[src/verilog/imr_cfg.svh]
/*
  Constants for the mode and rate block: register offsets, field positions,
  reset values and divider table. Assumes inclusion by bare name.
*/
`ifndef IMR_CFG_SVH
`define IMR_CFG_SVH
`define IMR_OFF_MODE_RATE   8'h00
`define IMR_OFF_CTRL        8'h04
`define IMR_OFF_EXT         8'h08
`define IMR_OFF_STATUS      8'h0c
`define IMR_BIT_ORDER_POS   7
`define IMR_WAIT_POS        6
`define IMR_RATE_HI         5
`define IMR_RATE_LO         3
`define IMR_COUNT_HI        2
`define IMR_COUNT_LO        0
`define IMR_CTRL_ENABLE_POS 7
`define IMR_CTRL_MASTER_POS 5
`define IMR_CTRL_IRQ_POS    0
`define IMR_EXT_RANGE_POS   1
`define IMR_EXT_FMTB_POS    0
`define IMR_MODE_RATE_RST   8'h00
`define IMR_EXT_RST         8'h01
`define IMR_DIV_R0 {9'd128,9'd112,9'd100,9'd80,9'd64,9'd48,9'd40,9'd28}
`define IMR_DIV_R1 {9'd256,9'd224,9'd200,9'd160,9'd128,9'd96,9'd80,9'd56}
`endif

[src/verilog/imr_pkg.sv]
/*
  Types for the mode and rate block. Assumes nothing of its surroundings.
*/
package imr_pkg;
  typedef struct packed {
    logic       bit_order;  // 0 msb first
    logic       wait_ins;   // Wait after data bits
    logic [2:0] rate_sel;   // Divider select
    logic [2:0] frame_cnt;  // Bits per frame code
  } imr_mode_t;

  typedef enum logic [3:0] {
    ST_IDLE  = 4'b0001,
    ST_LOW   = 4'b0010,
    ST_HIGH  = 4'b0100,
    ST_STALL = 4'b1000
  } imr_state_t;
endpackage : imr_pkg

[src/verilog/imr_core.sv]
/*
  Mode and rate register block of a two-wire serial interface, with an
  AXI4-Lite slave, bit-rate divider, frame bit counter and wait stall.
  Assumes a single 100 MHz clock, synchronous active-low reset, and that
  sda_in is already synchronous to aclk.
*/
// The implementer's own choices: the AXI4-Lite interface to the registers and the placing of the registers.
// Overview of operation
// - Mode and rate register reachable only while the enable bit is set.
// - Shift msb first when bit order is 0, lsb first when 1.
// - Wait insertion acts only as master in bus format.
// - Without wait, data bits and acknowledge go back to back.
// - Clearing the flag during a wait releases clock, acknowledge follows.
// - Master clock divides the peripheral clock by the selected table entry.
// - Counter clears on start condition and after a whole frame.
// - Frame count code maps to bits per frame per format.
// - Both format bits set select synchronous serial, else bus format.
// - Short frames align transmit data high or low by bit order.
// - With enable clear, block idles and clears transfer state.
`include "imr_cfg.svh"
module imr_core (
  input  wire logic        aclk,          // System clock
  input  wire logic        aresetn,       // Sync reset, active low
  input  wire logic [7:0]  s_axi_awaddr,  // Write address
  input  wire logic        s_axi_awvalid, // Write address valid
  output logic             s_axi_awready, // Write address ready
  input  wire logic [31:0] s_axi_wdata,   // Write data
  input  wire logic [3:0]  s_axi_wstrb,   // Write strobes
  input  wire logic        s_axi_wvalid,  // Write data valid
  output logic             s_axi_wready,  // Write data ready
  output logic [1:0]       s_axi_bresp,   // Write response
  output logic             s_axi_bvalid,  // Write response valid
  input  wire logic        s_axi_bready,  // Write response ready
  input  wire logic [7:0]  s_axi_araddr,  // Read address
  input  wire logic        s_axi_arvalid, // Read address valid
  output logic             s_axi_arready, // Read address ready
  output logic [31:0]      s_axi_rdata,   // Read data
  output logic [1:0]       s_axi_rresp,   // Read response
  output logic             s_axi_rvalid,  // Read response valid
  input  wire logic        s_axi_rready,  // Read response ready
  input  wire logic        format_select_a, // Format bit from address reg
  input  wire logic        start_det,     // Start condition seen
  input  wire logic        frame_go,      // Begin a frame as master
  input  wire logic [7:0]  tx_byte,       // Transmit data
  input  wire logic        sda_in,        // Data line level
  output logic             scl_out,       // Clock line drive
  output logic             scl_oe,        // Clock line driven low
  output logic             sda_out,       // Data line drive
  output logic             sda_oe,        // Data line enable
  output logic [7:0]       rx_byte,       // Received data
  output logic             frame_done,    // Frame complete pulse
  output logic             iface_irq_flag // Interrupt flag
);
  // Divider tables, nine bits per entry, entry 0 in the low bits
  wire [71:0] div_tab_r0 = `IMR_DIV_R0;
  wire [71:0] div_tab_r1 = `IMR_DIV_R1;

  imr_pkg::imr_mode_t  mode_q;
  imr_pkg::imr_state_t st_q;
  logic       iface_enable_q, master_q, irq_q;
  logic       rate_range_bit_q, format_select_b_q;
  logic [7:0] sh_q, rx_q;
  logic [3:0] cnt_q;
  logic [8:0] div_q;
  logic       aw_q, w_q, bv_q, rv_q;
  logic       ws_q;                         // Lane 0 strobe of the write
  logic [7:0] awa_q;
  logic [31:0] wd_q, rd_q;
  logic [1:0] br_q, rr_q;
  logic       done_q;

  // Format, frame length and divider selection
  wire        sync_fmt  = format_select_a & format_select_b_q;
  wire [2:0]  code      = mode_q.frame_cnt;
  wire [3:0]  nbits     = sync_fmt ? ((code == 3'd0) ? 4'd8 : {1'b0, code})
                                   : ((code == 3'd0) ? 4'd9
                                      : {1'b0, code} + 4'd1);
  wire        wait_on   = mode_q.wait_ins & master_q & ~sync_fmt;
  wire [8:0]  div_full  = rate_range_bit_q
                          ? div_tab_r1[9*mode_q.rate_sel +: 9]
                          : div_tab_r0[9*mode_q.rate_sel +: 9];
  wire [8:0]  half      = {1'b0, div_full[8:1]};
  wire        tick      = (div_q == half - 9'd1);
  // Acknowledge bit of a bus-format frame: follows the last data clock
  wire        ack_bit   = (cnt_q == nbits - 4'd1) & ~sync_fmt;
  wire        last_bit  = (cnt_q == nbits - 4'd1);
  wire        tx_bit    = mode_q.bit_order ? sh_q[0] : sh_q[7];
  // Short frames: data placed msb-side or lsb-side per bit order
  wire [7:0]  rx_in     = mode_q.bit_order ? {sda_in, rx_q[7:1]}
                                           : {rx_q[6:0], sda_in};

  // Bus decode
  wire        wr_go     = aw_q & w_q & ~bv_q;
  wire        wr_mr     = wr_go & (awa_q == `IMR_OFF_MODE_RATE)
                          & iface_enable_q;
  wire        wr_ctrl   = wr_go & (awa_q == `IMR_OFF_CTRL);
  wire        wr_ext    = wr_go & (awa_q == `IMR_OFF_EXT);
  wire        wr_ok     = wr_mr | wr_ctrl | wr_ext
                          | (wr_go & awa_q == `IMR_OFF_STATUS);
  wire        rd_go     = s_axi_arvalid & ~rv_q;
  wire        rd_mr     = s_axi_araddr == `IMR_OFF_MODE_RATE;
  wire        rd_mr_ok  = rd_mr & iface_enable_q;
  wire        irq_clr   = wr_ctrl & ~wd_q[`IMR_CTRL_IRQ_POS];
  wire        irq_set   = (st_q == imr_pkg::ST_LOW) & tick & ack_bit
                          & wait_on;
  wire [31:0] rd_mux    =
    rd_mr ? {24'h0, mode_q} :
    (s_axi_araddr == `IMR_OFF_CTRL) ? {24'h0, iface_enable_q, 1'b0,
                                       master_q, 4'h0, irq_q} :
    (s_axi_araddr == `IMR_OFF_EXT) ? {30'h0, rate_range_bit_q,
                                      format_select_b_q} :
    {27'h0, sync_fmt, cnt_q};
  wire        rd_known  = (rd_mr_ok | s_axi_araddr == `IMR_OFF_CTRL
                           | s_axi_araddr == `IMR_OFF_EXT
                           | s_axi_araddr == `IMR_OFF_STATUS);

  assign s_axi_awready = ~aw_q;
  assign s_axi_wready  = ~w_q;
  assign s_axi_bvalid  = bv_q;
  assign s_axi_bresp   = br_q;
  assign s_axi_arready = ~rv_q;
  assign s_axi_rvalid  = rv_q;
  assign s_axi_rdata   = rd_q;
  assign s_axi_rresp   = rr_q;
  assign scl_out       = 1'b0;
  assign scl_oe        = (st_q == imr_pkg::ST_LOW)
                         | (st_q == imr_pkg::ST_STALL);
  assign sda_out       = 1'b0;
  // Data line released for the acknowledge bit, whatever the frame length
  assign sda_oe        = (st_q != imr_pkg::ST_IDLE) & ~tx_bit & ~ack_bit;
  assign rx_byte       = rx_q;
  assign frame_done    = done_q;
  assign iface_irq_flag = irq_q;

  // Write channel capture and response
  always_ff @(posedge aclk)
  begin
    if (!aresetn) begin
      aw_q <= 1'b0; w_q <= 1'b0; bv_q <= 1'b0; br_q <= 2'b00;
      awa_q <= 8'h00; wd_q <= 32'h0; ws_q <= 1'b0;
    end else begin
      if (s_axi_awvalid & ~aw_q) begin aw_q <= 1'b1; awa_q <= s_axi_awaddr; end
      if (s_axi_wvalid & ~w_q) begin
        w_q <= 1'b1; wd_q <= s_axi_wdata; ws_q <= s_axi_wstrb[0];
      end
      if (wr_go) begin bv_q <= 1'b1; br_q <= wr_ok ? 2'b00 : 2'b10; end
      if (bv_q & s_axi_bready) begin bv_q <= 1'b0; aw_q <= 1'b0; w_q <= 1'b0; end
    end
  end

  // Read channel
  always_ff @(posedge aclk)
  begin
    if (!aresetn) begin
      rv_q <= 1'b0; rd_q <= 32'h0; rr_q <= 2'b00;
    end else if (rd_go) begin
      rv_q <= 1'b1;
      rd_q <= rd_known ? rd_mux : 32'h0;
      rr_q <= rd_known ? 2'b00 : 2'b10;
    end else if (s_axi_rready) begin
      rv_q <= 1'b0;
    end
  end

  // Register bank; set of the flag wins over a clear
  always_ff @(posedge aclk)
  begin
    if (!aresetn) begin
      mode_q <= `IMR_MODE_RATE_RST;
      iface_enable_q <= 1'b0; master_q <= 1'b0; irq_q <= 1'b0;
      {rate_range_bit_q, format_select_b_q} <= 2'(`IMR_EXT_RST);
    end else begin
      if (wr_mr && ws_q) mode_q <= wd_q[7:0];
      if (wr_ctrl && ws_q) begin
        iface_enable_q <= wd_q[`IMR_CTRL_ENABLE_POS];
        master_q <= wd_q[`IMR_CTRL_MASTER_POS];
      end
      if (wr_ext && ws_q) begin
        rate_range_bit_q  <= wd_q[`IMR_EXT_RANGE_POS];
        format_select_b_q <= wd_q[`IMR_EXT_FMTB_POS];
      end
      if (irq_set) irq_q <= 1'b1;
      else if (irq_clr) irq_q <= 1'b0;
    end
  end

  // Divider, bit counter and shift engine
  always_ff @(posedge aclk)
  begin
    if (!aresetn || !iface_enable_q || start_det) begin
      st_q <= imr_pkg::ST_IDLE;
      cnt_q <= 4'd0;
      div_q <= 9'd0; sh_q <= 8'h00; rx_q <= 8'h00; done_q <= 1'b0;
    end else begin
      done_q <= 1'b0;
      div_q <= tick ? 9'd0 : div_q + 9'd1;
      case (st_q)
        imr_pkg::ST_IDLE:
          if (frame_go & master_q) begin
            st_q <= imr_pkg::ST_LOW; sh_q <= tx_byte; div_q <= 9'd0;
          end
        imr_pkg::ST_LOW:
          if (tick)
            st_q <= (ack_bit & wait_on) ? imr_pkg::ST_STALL
                                        : imr_pkg::ST_HIGH;
        // Divider held at zero so the released high half is a full one
        imr_pkg::ST_STALL:
          begin
            div_q <= 9'd0;
            if (!irq_q) st_q <= imr_pkg::ST_HIGH;
          end
        imr_pkg::ST_HIGH:
          if (tick) begin
            if (!ack_bit) rx_q <= rx_in;
            sh_q <= mode_q.bit_order ? {1'b1, sh_q[7:1]} : {sh_q[6:0], 1'b1};
            if (last_bit) begin
              cnt_q <= 4'd0; done_q <= 1'b1; st_q <= imr_pkg::ST_IDLE;
            end else begin
              cnt_q <= cnt_q + 4'd1;
              st_q <= imr_pkg::ST_LOW;
            end
          end
        default: st_q <= imr_pkg::ST_IDLE;
      endcase
    end
  end
endmodule : imr_core

[config.mk]
export PLATFORM = sky130hd
export DESIGN_NAME = imr_core
export DESIGN_NICKNAME = d
export VERILOG_FILES = /design/src/verilog/imr_pkg.sv /design/src/verilog/imr_core.sv
export VERILOG_INCLUDE_DIRS = /design/src /design/src/verilog
export SDC_FILE = /design/constraint.sdc
export NUM_CORES = 1
export LEC_CHECK = 0
export BUFFER_PORTS_ARGS = -buffer_cell sky130_fd_sc_hd__buf_2
export CAP_MARGIN = 20
export CORE_ASPECT_RATIO = 0.9
export CORE_UTILIZATION = 35
export CTS_CLUSTER_DIAMETER = 100
export DETAILED_ROUTE_END_ITERATION = 12
export REMOVE_ABC_BUFFERS = 1
export SKIP_CTS_REPAIR_TIMING = 1
export SLEW_MARGIN = 20
export SYNTH_ARGS = -nofsm -noshare
export SYNTH_HDL_FRONTEND = slang
export SYNTH_SLANG_ARGS = --single-unit
[constraint.sdc]
create_clock -name aclk -period 4.8 [get_ports aclk]
set_input_delay 0.96 -clock aclk [delete_from_list [all_inputs] [get_ports aclk]]
set_output_delay 0.96 -clock aclk [all_outputs]
set_load 0.05 [all_outputs]
==> key figures, run 1 <==
Run status
  • Status: finished, final reports clean

Timing
  • Worst Skew: 0.00931 ns
  • Slew @ Worst Pin: 0.903 ns
  • Min Tclk post-route: 4.07 ns
  • FMAX: 246 MHz
  • Unrepaired setup endpoints after global routing: no
  • Max-slew violations: 0
  • Count of final setup violators: 0
  • Hold WS: 0.458 ns
  • Final Hold Viols: 0
  • TNS Setup: 0 ns
  • Period utilization: 84.7%
  • Worst relative slew slack: 39.7%

Cells and area
  • Fillers: 1279
  • Layout Area Growth over Synthesis: 15.6%
  • Number of diodes: 0
  • Multi-input gate area: 2730 µm²
  • Nets: 660
  • Sequential cell area: 1560 µm²
  • Fraction of layout cells with a size suffix above 1: 20.4%

Synth
  • Mapped Area: 4550 µm²
  • EDFF count, synth: 0
  • Synth warn: 0
  • Mean Syn Cell Area: 8.78 µm²
  • Dominant cells by area after synthesis: dfxtp_1 34%, mux2i_1 7.9%, nand2_1 5.4%
  • Synth area leader: dfxtp_1
  • Dominant synthesized flop cell: dfxtp_1
  • Post-Synthesis Cells: 518
  • Async set-reset flop share out of synthesis: 0%
  • Top-area cell type share of the netlist area: 34.3%
  • Sequential share of the synthesized area: 34.3%
  • Unique masters post-synth: 66
  • Post-synthesis register bit count: 78

Floorplanning
  • FP Rows: 39
  • Io pins: 126
  • Starting Density: 35.9%
  • Die X-Extent: 122 µm
  • Chip Height: 110 µm
  • Die area: 13500 µm²
  • Core ar.: 12700 µm²

Route
  • Routed via count: 3768
  • Pre-Repair DR Iteration Count: 4
  • DRC errors left: 0
  • Vias per cell: 5.04
  • Antenna Nets Post-Route: 0
  • Initial drt markers: 228
  • Drt total wl: 10.1 mm
  • Drt wl/cell: 13.5 µm

Clock network
  • H-tree depth: 3
  • Latest clock arrival within the worst-skew pair: 0.34 ns
  • TritonCTS clock tree: built
  • Clock-pin transition on the worst setup and hold timing paths: 0.06 ns
  • Num CTS Buffers: 9
  • Root Buffer Master: clkbuf_16
  • Clock sinks: 78
  • Clk buf depth: 2

Setup path
  • Slowest CP cell: a211oi_1
  • CP max FO: 5
  • Crit path largest cell delay: 0.35 ns
  • Setup CP Type: in -> out
  • Crit-path cells: buf_2 -> nand2_1 -> and3_1 -> or2_2 -> ha_1 -> xnor2_1 -> xnor2_1 -> and4_1 -> a211oi_1 -> buf_2
  • CP Capture Type: primary output
  • Crit path DAT: 3.11 ns
  • CP startpoint kind: primary input
  • WP data required: 3.84 ns

Global routing
  • Number of global-route vias before repair: 3448
  • GR Overflow Total: 0
  • First-pass GRT wire length: 16.4 mm
  • Initial antenna violation count: 0
  • Global Route Usage Sum: 15.5%
  • Largest net degree at the start of global routing: 45

Placed design
  • GP Congestion: 0.770
  • Dpl hpwl: 7.46 mm
  • # port buffers: 70

Pwr
  • Cell Pwr Density: 295 nW/µm²
  • Peak VDD IR: 0.247 mV
  • Leakage power: 2.07 nW

Job
  • Max-cap viol count: 0

Min path
  • Hold Crit Class: reg -> reg
[metrics by stage]
stage,worst slack [ns],total power [W],utilization (%),instance area [µm²],cells
after floorplan,0.336,0.000780,-,4330,492
after global placement,0.801,0.000816,38.9,4930,731
after detailed placement,0.777,0.000819,38.9,4930,731
after CTS,0.770,0.00157,41.5,5260,747
after global routing,0.629,0.00161,41.5,5260,747
final,0.733,0.00155,41.5,5260,747
[layout by cell type (no fill, tap or decap), types with 4 or more instances in the layout]
| master | Yosys | layout |
|---|---|---|
| a21boi_0 | 17 | 17 |
| a21oi_1 | 19 | 19 |
| a221o_1 | 6 | 6 |
| a222oi_1 | 4 | 4 |
| and2_1 | 4 | 4 |
| and3_1 | 5 | 5 |
| buf_2 | 2 | 70 |
| buf_4 | 28 | 5 |
| clkbuf_16 | 0 | 9 |
| conb_1 | 1 | 28 |
| dfxtp_1 | 78 | 78 |
| ha_1 | 11 | 11 |
| inv_1 | 11 | 11 |
| mux2_2 | 10 | 10 |
| mux2i_1 | 36 | 36 |
| nand2_1 | 65 | 65 |
| nand2b_1 | 4 | 4 |
| nand3_1 | 19 | 19 |
| nor2_1 | 37 | 37 |
| nor2b_1 | 29 | 29 |
| nor3_1 | 5 | 5 |
| o211ai_1 | 5 | 5 |
| o21a_1 | 4 | 4 |
| o21ai_0 | 14 | 14 |
| or3_1 | 4 | 4 |
| xnor2_1 | 12 | 12 |
| xor2_1 | 8 | 8 |
[area by class of cell]
| type | instances | area share [%] |
|---|---|---|
| multi-input combinational | 403 | 52.0 |
| sequential | 78 | 29.7 |
| timing repair buffer | 75 | 7.37 |
| clock buffer | 10 | 4.54 |
| tap | 164 | 3.90 |
| clock inverter | 6 | 1.76 |
| inverter | 11 | 0.785 |
[critical path: cells and delay by family]
kind	cells	cell delay (ns)
compound gates	1	0.35
xor+xnor	2	0.27
fa+ha+maj	1	0.21
buf+inv	2	0.44
simple gates	4	0.88
[cell usage after synthesis, types with 3 or more instances]
cell type	n
a221o_1	6
nand2b_1	4
mux2i_1	36
nand4_1	3
nor2_1	37
dfxtp_1	78
xnor2_1	12
xor2_1	8
and2_1	4
inv_1	11
and3_1	5
mux2_2	10
or3_1	4
nor3_1	5
clkbuf_1	21
o21a_1	4
ha_1	11
o211a_1	3
a21oi_1	19
a222oi_1	4
a21boi_0	17
nand3_1	19
nor4b_1	3
nor2b_1	29
nand2_1	65
buf_4	28
o21ai_0	14
o211ai_1	5
or2_2	3
a22oi_1	3
[report_power, final]
group          switching, W  leakage (nW)  internal (W)  total (W)
clock              0.000275         0.155      0.000472   0.000747
sequential       0.00000888         0.632      0.000659   0.000668
combinational     0.0000977          1.29     0.0000377   0.000135
[state kept, by name, summed over array words and instances (netlist names), 3 cells and up]
| register | cells |
|---|---|
| awa_q | 8 |
| st_q | 4 |
| div_q | 9 |
| sh_q | 8 |
| s_axi_rdata | 8 |
| wd_q | 8 |
| cnt_q | 4 |
| code | 3 |
| rx_byte | 8 |
| mode_q | 5 |
[metal layers]
metal  up-vias  track usage [%]  wire length [µm]  share of wire, %
met5         -                0                 0                 0
met4         0             4.09                72              0.71
met3         8             5.45               669               6.6
met2       104             25.5              4740                47
met1      1764             19.3              4610                46
li1       1892                -                 -                 -
[final timing paths]
kind,cells past startpoint,end,startpoint,slack (ns)
max,10,sda_oe,format_select_a,0.73
min,2,s_axi_rdata[7]$_SDFFE_PN0P_,s_axi_rdata[7]$_SDFFE_PN0P_,0.46
max reg2reg,11,cnt_q[3]$_SDFFE_PP0P_,mode_q[5]$_SDFFE_PN0P_,1.16
min reg2reg,2,s_axi_rdata[7]$_SDFFE_PN0P_,s_axi_rdata[7]$_SDFFE_PN0P_,0.46
[kinds of logic after synthesis]
logic type	count (synthesis)	share of synthesized area, %
compound gates	92	15.2
fa+ha+maj	11	3.02
mux	49	11.7
xor+xnor	21	4.34
buf+inv	64	7.97
simple gates	202	23.3
other cells	1	0.0824
flops	78	34.3
No activity file was read; power rests on OpenSTA's default activity.
==> inputs of run 2 (changes only) <==
Clock period 4.8 ns to 3.8 ns, I/O delays scaled along.
==> run 2 against run 1 <==
Compared with the run above: wire length increased by 2.8%; die area unchanged; sequential power increased by 26%; via count increased by 1.1%; total power increased by 21%; first-iteration DRC count increased by 11%; design area about the same; setup slack got worse by 0.51 ns; critical path depth increased by 1; flip-flop and latch count unchanged; sequential share of layout area about the same.
==> key figures, run 2 (same netlist as run 1, synthesis figures left out) <==
Run status
  • Status: finished, final reports clean

Route
  • Drt wl/cell: 13.8 µm (+2.5%)
  • Routed via count: 3809 (+1.1%)
  • Antenna Nets Post-Route: 0 (unchanged)
  • Initial drt markers: 254 (+11%)
  • DRC errors left: 0 (unchanged)
  • Vias per cell: 5.09 (+0.82%)
  • Drt total wl: 10.4 mm (+2.8%)
  • Pre-Repair DR Iteration Count: 5 (+1)

Floorplanning
  • Chip Height: 110 µm (unchanged)
  • Die X-Extent: 122 µm (unchanged)
  • Io pins: 126 (unchanged)
  • FP Rows: 39 (unchanged)
  • Core ar.: 12700 µm² (unchanged)
  • Die area: 13500 µm² (unchanged)
  • Starting Density: 35.9% (unchanged)

Clock network
  • Clock sinks: 78 (unchanged)
  • Latest clock arrival within the worst-skew pair: 0.34 ns (about the same)
  • Clk buf depth: 2 (unchanged)
  • Root Buffer Master: clkbuf_16
  • Clock-pin transition on the worst setup and hold timing paths: 0.05 ns (about the same)
  • H-tree depth: 3 (unchanged)
  • TritonCTS clock tree: built
  • Num CTS Buffers: 9 (unchanged)

Cells and area
  • Layout Area Growth over Synthesis: 15.6% (about the same)
  • Fraction of layout cells with a size suffix above 1: 21.1% (+0.65 points)
  • Nets: 662 (+0.30%)
  • Largest register by flop count: div_q
  • Most frequent cells in the layout: 76 x dfxtp_1, 69 x buf_2, 65 x nand2_1
  • Sequential cell area: 1560 µm² (+0.16%)
  • Max reg flops: 9 (unchanged)
  • Fillers: 1259 (-1.6%)
  • Multi-input gate area: 2740 µm² (+0.37%)
  • Most common cell after layout, fill and taps aside: dfxtp_1

Timing
  • Unrepaired setup endpoints after global routing: no
  • Final Hold Viols: 0 (unchanged)
  • Slew @ Worst Pin: 0.912 ns (+0.00900 ns)
  • TNS Setup: 0 ns (unchanged)
  • Period utilization: 94.1%
  • Max-slew violations: 0 (unchanged)
  • Worst Skew: 0.00722 ns (-0.00209 ns)
  • Worst relative slew slack: 38.3% (-1.3 points)
  • Min Tclk post-route: 3.58 ns
  • FMAX: 280 MHz
  • Count of final setup violators: 0 (unchanged)

Min path
  • Hold Crit Class: reg -> reg
  • Hold Crit Start: wd_q[3]$_SDFFE_PN0P_
  • Endpoint, Worst Hold: wd_q[3]$_SDFFE_PN0P_
  • Hold Path Stages: 2 (unchanged)

Pwr
  • Peak VDD IR: 0.195 mV (-21%)
  • Leakage power: 2.08 nW (+0.49%)
  • Design Power: 0.00188 W (+21%)
  • Cell Pwr Density: 357 nW/µm² (+21%)

Setup path
  • Reg2reg setup slack: 0.26 ns (-0.90 ns)
  • Worst r2r dst: sh_q[5]$_SDFFE_PP0P_
  • WP data required: 3.04 ns (-0.80 ns)
  • Setup CP Type: reg -> out
  • CP max FO: 6 (+1)
  • Crit path DAT: 2.82 ns (-0.29 ns)
  • CP Capture Type: primary output
  • R2R depth: 14 (+3)
  • Reg-to-reg startpoint: rate_range_bit_q$_SDFFE_PN0P_
  • Slowest CP cell: dfxtp_1
  • Crit-path cells: inv_1 -> ha_1 -> nand2b_1 -> a21oi_1 -> or2_2 -> ha_1 -> xnor2_1 -> xnor2_1 -> and4_1 -> a211oi_2 -> buf_4
  • Crit path largest cell delay: 0.43 ns (+0.08 ns)
  • CP startpoint kind: flop

Global routing
  • Number of global-route vias before repair: 3548 (+2.9%)
  • Initial antenna violation count: 1 (+1)
  • GR Overflow Total: 0 (unchanged)
  • Largest net degree at the start of global routing: 44 (-2.2%)
  • Global Route Usage Sum: 15.9% (+0.40 points)
  • First-pass GRT wire length: 16.9 mm (+2.9%)

Placed design
  • # port buffers: 70 (unchanged)
  • Dpl hpwl: 7.80 mm (+4.5%)
  • GP Congestion: 0.809 (+5.1%)

Job
  • Max-cap viol count: 0 (unchanged)
run 2: cell types whose count changed in the layout (fill, tap and decap cells not counted), moves of 2 or more:
cell and delta:
clkinvlp_4 -2, dfxtp_2 +2, dfxtp_1 -2, buf_4 +3
run 2: cell type report:
| cell class | instances | area share, % |
|---|---|---|
| Tap cell | 164 | 3.90 |
| Timing Repair Buffer | 77 | 7.70 |
| Multi-Input combinational cell | 403 | 52.1 |
| Inverter | 11 | 0.785 |
| Clock inverter | 3 | 0.832 |
| Antenna cell | 1 | 0.0476 |
| Clock buffer | 12 | 4.87 |
| Sequential cell | 78 | 29.7 |
run 2: layer usage:
| layer | vias to the layer above | wire length [µm] | global-route usage, % |
|---|---|---|---|
| met5 | - | 0 | 0 |
| met4 | 0 | 160 | 6.01 |
| met3 | 16 | 677 | 4.42 |
| met2 | 129 | 4740 | 25.7 |
| met1 | 1765 | 4780 | 20.2 |
| li1 | 1899 | - | - |
run 2: worst max-delay path by stage:
stage                                  startpoint              endpoint  slack (ns)  depth (start not counted)
floorplan                         format_select_a                sda_oe       -0.26                          8
global placement                  format_select_a                sda_oe        0.19                         10
detailed placement                format_select_a                sda_oe        0.18                         10
CTS                          code[0]$_SDFFE_PN0P_                sda_oe        0.04                         11
global route        rate_range_bit_q$_SDFFE_PN0P_  sh_q[5]$_SDFFE_PP0P_       0.004                         14
finish                       code[1]$_SDFFE_PN0P_                sda_oe        0.22                         11
run 2: worst max-delay path: cells and delay by family, from the launching register on:
| kind | cells | cell delay [ns] |
|---|---|---|
| xor+xnor | 2 | 0.26 |
| fa+ha+maj | 2 | 0.41 |
| compound gates | 2 | 0.38 |
| flops | 1 | 0.43 |
| simple gates | 3 | 0.68 |
| buf+inv | 2 | 0.32 |
run 2: where the power goes:
group          internal (W)  switching (W)  total, W
sequential         0.000833      0.0000112  0.000844
clock              0.000541       0.000324  0.000865
combinational     0.0000477       0.000124  0.000171
run 2: metrics by stage:
step | utilization, % | area, µm² | instances | worst slack [ns] | hold slack (ns)
2_1_floorplan | - | 4330 | 492 | -0.264 | 0.443
3_3_place_gp | 39.0 | 4940 | 733 | 0.191 | 0.453
3_5_place_dp | 39.0 | 4940 | 733 | 0.176 | 0.465
4_1_cts | 41.3 | 5250 | 748 | 0.0426 | 0.471
5_1_grt | 41.5 | 5260 | 748 | 0.00416 | 0.498
6_report | 41.5 | 5260 | 749 | 0.223 | 0.471
